[src/shared/lsts_pkg.sv]
package lsts_pkg;

  // Width of the synchronised input bundle
  localparam int IN_W = 7;

  // Bit positions inside the synchronised bundle
  localparam int B_FWD_N = 0;
  localparam int B_REV_N = 1;
  localparam int B_NEUTRAL = 2;
  localparam int B_OVERRIDE = 3;
  localparam int B_TX = 4;
  localparam int B_RTS_N = 5;
  localparam int B_DTR_N = 6;

  // Idle pin levels: no loop current, polar, no override, line idle, RTS and DTR off
  localparam logic [IN_W-1:0] SYNC_RST = 7'h73;

  // Cycles from a pin change to the registered modulator outputs
  localparam int PIN_TO_OUT = 3;

  // Polar hold latch states, one-hot
  typedef enum logic [1:0] {
    POL_FWD = 2'h1,
    POL_REV = 2'h2
  } lsts_pol_e;

  // Values after reset
  localparam lsts_pol_e POL_RST = POL_REV;
  localparam logic DATA_RST = 1'h0;
  localparam logic RTS_RST = 1'h0;
  localparam logic DTR_RST = 1'h0;

endpackage

[src/rtl/lsts_sync.sv]
`timescale 1ns/10ps
module lsts_sync #(
  parameter int WIDTH = 1,
  parameter logic [WIDTH-1:0] RST_VAL = '0
) (
  input wire logic clk, // System clock
  input wire logic rst, // Synchronous reset, active high
  input wire logic [WIDTH-1:0] async_in, // Inputs from outside the clock domain
  output logic [WIDTH-1:0] sync_out // Inputs after two flip-flops
);

  logic [WIDTH-1:0] meta_q;
  logic [WIDTH-1:0] meta_d;
  logic [WIDTH-1:0] sync_q;
  logic [WIDTH-1:0] sync_d;

  // First stage feeds only the second stage
  always_comb
  begin
    meta_d = async_in;
    sync_d = meta_q;
  end

  // Both stages reset to the idle pin levels
  always_ff @(posedge clk)
  begin
    if (rst)
    begin
      meta_q <= RST_VAL;
      sync_q <= RST_VAL;
    end
    else
    begin
      meta_q <= meta_d;
      sync_q <= sync_d;
    end
  end

  assign sync_out = sync_q;

endmodule

[src/rtl/lsts_top.sv]
// Operation
// - Neutral bit is high while either loop detector sees current.
// - Forward current sets the polar latch; it holds after current stops.
// - Reverse current flips the polar latch until direction changes again.
// - Serial select high routes serial transmit data to the modulator.
// - Serial select low and neutral switch route the neutral bit.
// - Serial select low and polar switch route the polar latch.
// - Polarity switch is ignored while serial select is high.
// - Level-converted serial transmit data is inverted before the selector.
// - Terminal asserts DTR for serial mode; asserted DTR forces serial select.
// - Pseudo-ready override forces serial select like an asserted DTR.
// - Level-converted RTS goes to the modulator inverted.
// - Level-converted DTR goes to the modulator inverted, untouched by override.
// - Selector output leaves as modulator transmit data with no gating.
// - Logic low means mark, logic high means space.
`timescale 1ns/10ps
module lsts_top (
  input wire logic clk, // 10 MHz system clock
  input wire logic rst, // Synchronous reset, active high
  input wire logic fwd_det_n, // Forward-current detector, low while current flows
  input wire logic rev_det_n, // Reverse-current detector, low while current flows
  input wire logic neutral_sel, // Polarity switch, high in neutral position
  input wire logic pseudo_terminal_ready_override, // Override switch, high when active
  input wire logic tx_rcv, // Serial transmit data after line receiver
  input wire logic rts_rcv_n, // RTS after line receiver, low when asserted
  input wire logic dtr_rcv_n, // DTR after line receiver, low when asserted
  output logic modulator_tx_data, // Selected data to the modulator
  output logic mod_request_to_send, // Request line to the modulator
  output logic mod_serial_mode, // Serial-mode indication to the modulator
  output logic polar_state // Polar latch, high after forward current
);
  import lsts_pkg::*;

  logic [IN_W-1:0] pins;
  logic [IN_W-1:0] s_in;
  logic s_fwd_n;
  logic s_rev_n;
  logic s_neutral;
  logic s_ovr;
  logic s_tx;
  logic s_rts_n;
  logic s_dtr_n;
  logic neutral_bit;
  logic serial_data;
  logic serial_sel;
  lsts_pol_e pol_q;
  lsts_pol_e pol_d;
  logic polar_bit;
  logic data_q;
  logic data_d;
  logic rts_q;
  logic rts_d;
  logic dtr_q;
  logic dtr_d;
  logic polar_q;
  logic polar_d;

  // Gather every pin into one bundle for the synchroniser
  always_comb
  begin
    pins = '0;
    pins[B_FWD_N] = fwd_det_n;
    pins[B_REV_N] = rev_det_n;
    pins[B_NEUTRAL] = neutral_sel;
    pins[B_OVERRIDE] = pseudo_terminal_ready_override;
    pins[B_TX] = tx_rcv;
    pins[B_RTS_N] = rts_rcv_n;
    pins[B_DTR_N] = dtr_rcv_n;
  end

  // Switches bounce and the loop is isolated, so all pins are synchronised
  lsts_sync #(
    .WIDTH(IN_W),
    .RST_VAL(SYNC_RST)
  ) u_sync (
    .clk(clk),
    .rst(rst),
    .async_in(pins),
    .sync_out(s_in)
  );

  assign s_fwd_n = s_in[B_FWD_N];
  assign s_rev_n = s_in[B_REV_N];
  assign s_neutral = s_in[B_NEUTRAL];
  assign s_ovr = s_in[B_OVERRIDE];
  assign s_tx = s_in[B_TX];
  assign s_rts_n = s_in[B_RTS_N];
  assign s_dtr_n = s_in[B_DTR_N];

  // Current in either direction counts, high level is current present
  assign neutral_bit = ~(s_fwd_n & s_rev_n);

  // Receiver output is inverted once more before the selector
  assign serial_data = ~s_tx;

  // NAND of low-active DTR and low-active override position
  assign serial_sel = ~(s_dtr_n & ~s_ovr);

  // Polar hold latch; both detectors at once cannot occur, so it holds then
  always_comb
  begin
    pol_d = pol_q;
    case (pol_q)
      POL_FWD:
      begin
        if (!s_rev_n && s_fwd_n)
          pol_d = POL_REV;
      end
      POL_REV:
      begin
        if (!s_fwd_n && s_rev_n)
          pol_d = POL_FWD;
      end
      default:
      begin
        pol_d = POL_RST;
      end
    endcase
  end

  always_ff @(posedge clk)
  begin
    if (rst)
      pol_q <= POL_RST;
    else
      pol_q <= pol_d;
  end

  // Selector reads the next latch state so all paths share one latency
  assign polar_bit = (pol_d == POL_FWD);

  // Data selector and modem control lines; RTS and DTR levels are inverted, low is mark
  always_comb
  begin
    if (serial_sel)
      data_d = serial_data;
    else if (s_neutral)
      data_d = neutral_bit;
    else
      data_d = polar_bit;
    rts_d = ~s_rts_n;
    dtr_d = ~s_dtr_n;
    polar_d = polar_bit;
  end

  // Output flops only retime; nothing gates the selected data
  always_ff @(posedge clk)
  begin
    if (rst)
    begin
      data_q <= DATA_RST;
      rts_q <= RTS_RST;
      dtr_q <= DTR_RST;
      polar_q <= 1'h0;
    end
    else
    begin
      data_q <= data_d;
      rts_q <= rts_d;
      dtr_q <= dtr_d;
      polar_q <= polar_d;
    end
  end

  assign modulator_tx_data = data_q;
  assign mod_request_to_send = rts_q;
  assign mod_serial_mode = dtr_q;
  assign polar_state = polar_q;

  // Neutral selection follows the detectors of the previous cycle
  property p_neutral_route;
    @(posedge clk) disable iff (rst)
      (!$past(rst) && !$past(serial_sel) && $past(s_neutral))
      |-> (modulator_tx_data == !($past(s_fwd_n) && $past(s_rev_n)));
  endproperty
  a_neutral_route: assert property (p_neutral_route)
    else $error("neutral data not routed");

  // Forward current sets the latch
  property p_polar_set;
    @(posedge clk) disable iff (rst)
      (!s_fwd_n && s_rev_n) |=> (pol_q == POL_FWD) && polar_state;
  endproperty
  a_polar_set: assert property (p_polar_set)
    else $error("polar latch not set by forward current");

  // No current leaves the latch where it was
  property p_polar_hold;
    @(posedge clk) disable iff (rst)
      (s_fwd_n && s_rev_n) |=> $stable(pol_q);
  endproperty
  a_polar_hold: assert property (p_polar_hold)
    else $error("polar latch changed without current");

  // Reverse current flips the latch
  property p_polar_flip;
    @(posedge clk) disable iff (rst)
      (s_fwd_n && !s_rev_n) |=> (pol_q == POL_REV) && !polar_state;
  endproperty
  a_polar_flip: assert property (p_polar_flip)
    else $error("polar latch not flipped by reverse current");

  // Serial select passes inverted serial data whatever the switch says
  property p_serial_route;
    @(posedge clk) disable iff (rst)
      (!$past(rst) && $past(serial_sel)) |-> (modulator_tx_data == !$past(s_tx));
  endproperty
  a_serial_route: assert property (p_serial_route)
    else $error("serial data not routed");

  // Polar selection shows the latch
  property p_polar_route;
    @(posedge clk) disable iff (rst)
      (!$past(rst) && !$past(serial_sel) && !$past(s_neutral))
      |-> (modulator_tx_data == (pol_q == POL_FWD));
  endproperty
  a_polar_route: assert property (p_polar_route)
    else $error("polar latch not routed");

  // DTR or override pin held low/high selects serial data three cycles later
  property p_select_force;
    @(posedge clk) disable iff (rst)
      ((!dtr_rcv_n || pseudo_terminal_ready_override) [*4])
      |-> (modulator_tx_data == !$past(tx_rcv, PIN_TO_OUT));
  endproperty
  a_select_force: assert property (p_select_force)
    else $error("serial select not forced");

  // RTS reaches the modulator inverted after the fixed pin latency
  property p_rts_fwd;
    @(posedge clk) disable iff (rst)
      (!$past(rst) && !$past(rst, 2) && !$past(rst, 3))
      |-> (mod_request_to_send == !$past(rts_rcv_n, 3));
  endproperty
  a_rts_fwd: assert property (p_rts_fwd)
    else $error("request line not forwarded");

  // Serial-mode line follows DTR alone, override has no say
  property p_dtr_fwd;
    @(posedge clk) disable iff (rst)
      (!$past(rst) && !$past(rst, 2) && !$past(rst, 3))
      |-> (mod_serial_mode == !$past(dtr_rcv_n, 3));
  endproperty
  a_dtr_fwd: assert property (p_dtr_fwd)
    else $error("serial-mode line not forwarded");

  // Main scenarios
  property p_cov_flip;
    @(posedge clk) disable iff (rst)
      (pol_q == POL_FWD) ##1 (pol_q == POL_REV);
  endproperty
  c_cov_flip: cover property (p_cov_flip);

  property p_cov_override;
    @(posedge clk) disable iff (rst)
      s_ovr && s_dtr_n && !modulator_tx_data ##1 modulator_tx_data;
  endproperty
  c_cov_override: cover property (p_cov_override);

  property p_cov_neutral;
    @(posedge clk) disable iff (rst)
      s_neutral && !serial_sel && !s_rev_n ##1 modulator_tx_data;
  endproperty
  c_cov_neutral: cover property (p_cov_neutral);

endmodule

[config.mk]
export PLATFORM = sky130hd
export DESIGN_NAME = lsts_top
export DESIGN_NICKNAME = d
export VERILOG_FILES = /design/src/shared/lsts_pkg.sv /design/src/rtl/lsts_sync.sv /design/src/rtl/lsts_top.sv
export SDC_FILE = /design/constraint.sdc
export NUM_CORES = 1
export LEC_CHECK = 0
export BUFFER_PORTS_ARGS = -buffer_cell sky130_fd_sc_hd__buf_2
export CAP_MARGIN = 10
export CORE_MARGIN = 4
export CORE_UTILIZATION = 40
export DETAILED_ROUTE_END_ITERATION = 12
export GPL_ROUTABILITY_DRIVEN = 1
export HOLD_SLACK_MARGIN = 0.12
export PLACE_DENSITY_LB_ADDON = 0.12
export SLEW_MARGIN = 10
export SYNTH_ARGS = -nofsm -noshare
export SYNTH_HDL_FRONTEND = slang
export SYNTH_SLANG_ARGS = --single-unit
[constraint.sdc]
create_clock -name clk -period 2.2 [get_ports clk]
set_input_delay 0.44 -clock clk [delete_from_list [all_inputs] [get_ports clk]]
set_output_delay 0.44 -clock clk [all_outputs]
set_load 0.05 [all_outputs]
==> summary.txt <==
Outcome
  • Status: complete, no violations

Timing
  • Final worst slack: 0.713 ns
  • Worst Tran Pin Value: 0.278 ns
  • Setup TNS Final: 0 ns
  • Final Cycle Share: 67.6%
  • Max transition margin: 81.5%
  • FMAX: 0.673 GHz
  • RSZ-0062 raised after global routing: false
  • Final setup violation count: 0
  • Post-route minimum period: 1.49 ns
  • Clock skew: 0.00471 ns
  • Hold Worst Slack: 0.314 ns
  • Final hold vios: 0
  • Final slew viol count: 0

Power and ir drop
  • Combinational Power Share: 13.4%
  • Seq pwr share: 50.0%
  • Leak: 0.361 nW
  • Switch share: 22.4%
  • Power per Cell Area: 992 nW/um^2
  • Psw: 0.000178 W
  • VDD IR max: 465 uV
  • Clock share of power: 36.5%
  • Internal power: 0.000618 W

Placement
  • Dpl ws: 0.724 ns
  • Detailed Place HPWL: 605 um
  • Placed cell area: 751 sq um
  • Gp weighted congestion: 0.791
  • Buffers added on ports: 12

Clock tree
  • Clock tree root buffer cell: clkbuf_4
  • Clock tree buffer depth: 2
  • Clk sinks: 20
  • CTS H-tree lvls: 1
  • CTS tree: done
  • Clk slew on worst S/H paths: 0.11 ns
  • Worst-skew pair later-pin latency: 0.30 ns
  • Post-CTS sizing: 0
  • Total CTS buffers: 3
  • Hold_buf cts: 0
  • Post-CTS setup repair buffer count: 0

Synthesis
  • Yosys reg bits: 20
  • Synthesized instance count: 62
  • Synth Area in Simple Gates: 24.0%
  • Synth cell types: 20
  • Synth Area in XOR/XNOR: 0%
  • YS warnings: 0
  • Post-synthesis mux area share: 0%
  • Syn Area/Cell: 10.9 sq um
  • Synth Net Count: 73
  • Largest family of logic cells by synthesized area: simple AND/OR/NAND/NOR gates
  • Synth Area in Compound Gates: 10.5%
  • Register area share after synthesis: 59.0%
  • Post-Synth Adder-Cell Area: 3.69%
  • Post-synth design cell area: 678 sq um

Run
  • Max-cap violations: 0

Worst setup path
  • CP top delay family: compound AO/OA/AOI/OAI gates
  • Critical path launch point type: flop
  • CP max-delay cell: dfxtp_1
  • Worst Path Buf+Inv: 1
  • Worst-path cell chain: inv_1, ha_1, a21oi_4, o211ai_2, a211o_1, a21oi_2
  • Arrival time worst endpoint: 1.72 ns
  • Crit Path Category: reg2reg
  • Crit. End Element: flop
  • Worst endpoint required time: 2.44 ns
  • Crit-path max FO: 4
  • Worst path max stage delay: 0.39 ns

Final layout
  • Antenna cells: 0
  • Area delta synth->final: 18.5%
  • Final net count: 88
  • Layout cell share with drive strength beyond 1: 40.8%
  • Register area: 400 sq um
  • Fin area: 803 sq um
  • Multi-input gate area: 259 sq um
  • Fillers: 156

Detailed routing
  • Routed vias: 418
  • First DRT Iteration DRCs: 4
  • Detailed Route WL: 811 um
  • Vias per inst: 4.54
  • DR pass1 iterations: 3
  • Routed len/inst: 8.82 um
  • Drc violations: 0
  • Detail Route Antenna Nets: 0

Min path
  • Worst min-delay path class: in2reg

Floorplan
  • Initial Utilization: 43.5%
  • IO Pins: 13
  • # rows: 14
  • Core ar.: 1560 sq um
  • Die Footprint: 2420 sq um
  • Die height: 49.2 um
  • Chip Width: 49.2 um

Global routing
  • GR Overflow Total: 0
  • First-pass GRT wire length: 1490 um
  • Initial antenna violation count: 0
  • GRT Resource Usage Total: 8.18%
  • Largest net degree at the start of global routing: 21
  • Vias in the first global route: 400
power groups by stage:
| stage | Sequential (W) | Combinational (W) | Clock (W) |
|---|---|---|---|
| after floorplan | 0.000416 | 0.0000767 | 0 |
| after global placement | 0.000407 | 0.000104 | 0 |
| after detailed placement | 0.000407 | 0.000109 | 0 |
| after CTS | 0.000399 | 0.000109 | 0.000300 |
| after global routing | 0.000402 | 0.000120 | 0.000319 |
| final | 0.000398 | 0.000107 | 0.000291 |
cell usage after synthesis, drive strengths merged:
cell,n,area [sq um]
nand3b,1,7.51
a211o,1,8.76
nand2,1,3.75
dfxtp,20,400
o211ai,1,12.5
or2,11,68.8
ha,2,25.0
o21ai,2,10.0
nor2,2,7.51
a21oi,5,40.0
inv,3,11.3
nand3,2,10.0
nand2b,2,12.5
nor2b,6,45.0
clkbuf,2,7.51
nor3b,1,7.51
worst paths after layout:
| check | slack [ns] | end | cells past startpoint | start |
|---|---|---|---|---|
| setup / recovery | 0.71 | modulator_tx_data$_SDFF_PP0_ | 6 | pol_q[0]$_SDFF_PP0_ |
| hold reg to reg | 0.39 | mod_request_to_send$_SDFF_PP0_ | 1 | u_sync.sync_out[5]$_SDFF_PP1_ |
| setup reg to reg | 0.71 | modulator_tx_data$_SDFF_PP0_ | 6 | pol_q[0]$_SDFF_PP0_ |
| hold / removal | 0.31 | u_sync.meta_q[1]$_SDFF_PP1_ | 2 | rev_det_n |
routing by layer:
metal / global-route usage [%] / part of all wire [%] / wire (um) / vias to the layer above
met5: 0 / 0 / 0 / -
met4: 2.84 / 0 / 0 / 0
met3: 5.81 / 11 / 87 / 0
met2: 13.4 / 43 / 351 / 12
met1: 8.01 / 46 / 372 / 181
li1: - / - / - / 225
layout by cell type, fill, tap and decap left out:
cell / count
ha_1: 2
dfxtp_1: 20
clkbuf_4: 3
bufinv_16: 1
nand2_1: 1
nand3_1: 2
o21ai_0: 1
or2_2: 11
nor3b_1: 1
a21oi_1: 3
a21oi_2: 1
a211o_1: 1
nor2b_4: 1
nor2b_1: 5
nor2_1: 2
o21ai_1: 1
a21oi_4: 1
o211ai_2: 1
nand3b_1: 1
buf_2: 12
inv_1: 3
nand2b_1: 2
layout make-up:
class	count	area share, %
Clock buffer	3	2.80
Clock inverter	1	3.74
Inverter	3	1.40
Multi-Input combinational cell	37	32.2
Sequential cell	20	49.8
Tap cell	16	2.49
Timing Repair Buffer	12	7.48
flip-flops by register name (all words and copies together), names as in the netlist:
register,count
pol_q,2
mod_request_to_send,1
modulator_tx_data,1
polar_state,1
u_sync.meta_q,7
mod_serial_mode,1
u_sync.sync_out,7
stage by stage:
step	utilization, %	power (W)	cells
after global placement	48.2	0.000511	88
after global routing	51.5	0.000842	92
after CTS	51.5	0.000808	92
after detailed placement	48.2	0.000516	88
final	51.5	0.000797	92
after floorplan	-	0.000493	62
cells by family after synthesis:
family,count (synthesis)
flops,20
compound gates,9
simple gates,26
fa+ha+maj,2
buf+inv,5
Note: power is estimated with default switching activity, not from simulation.
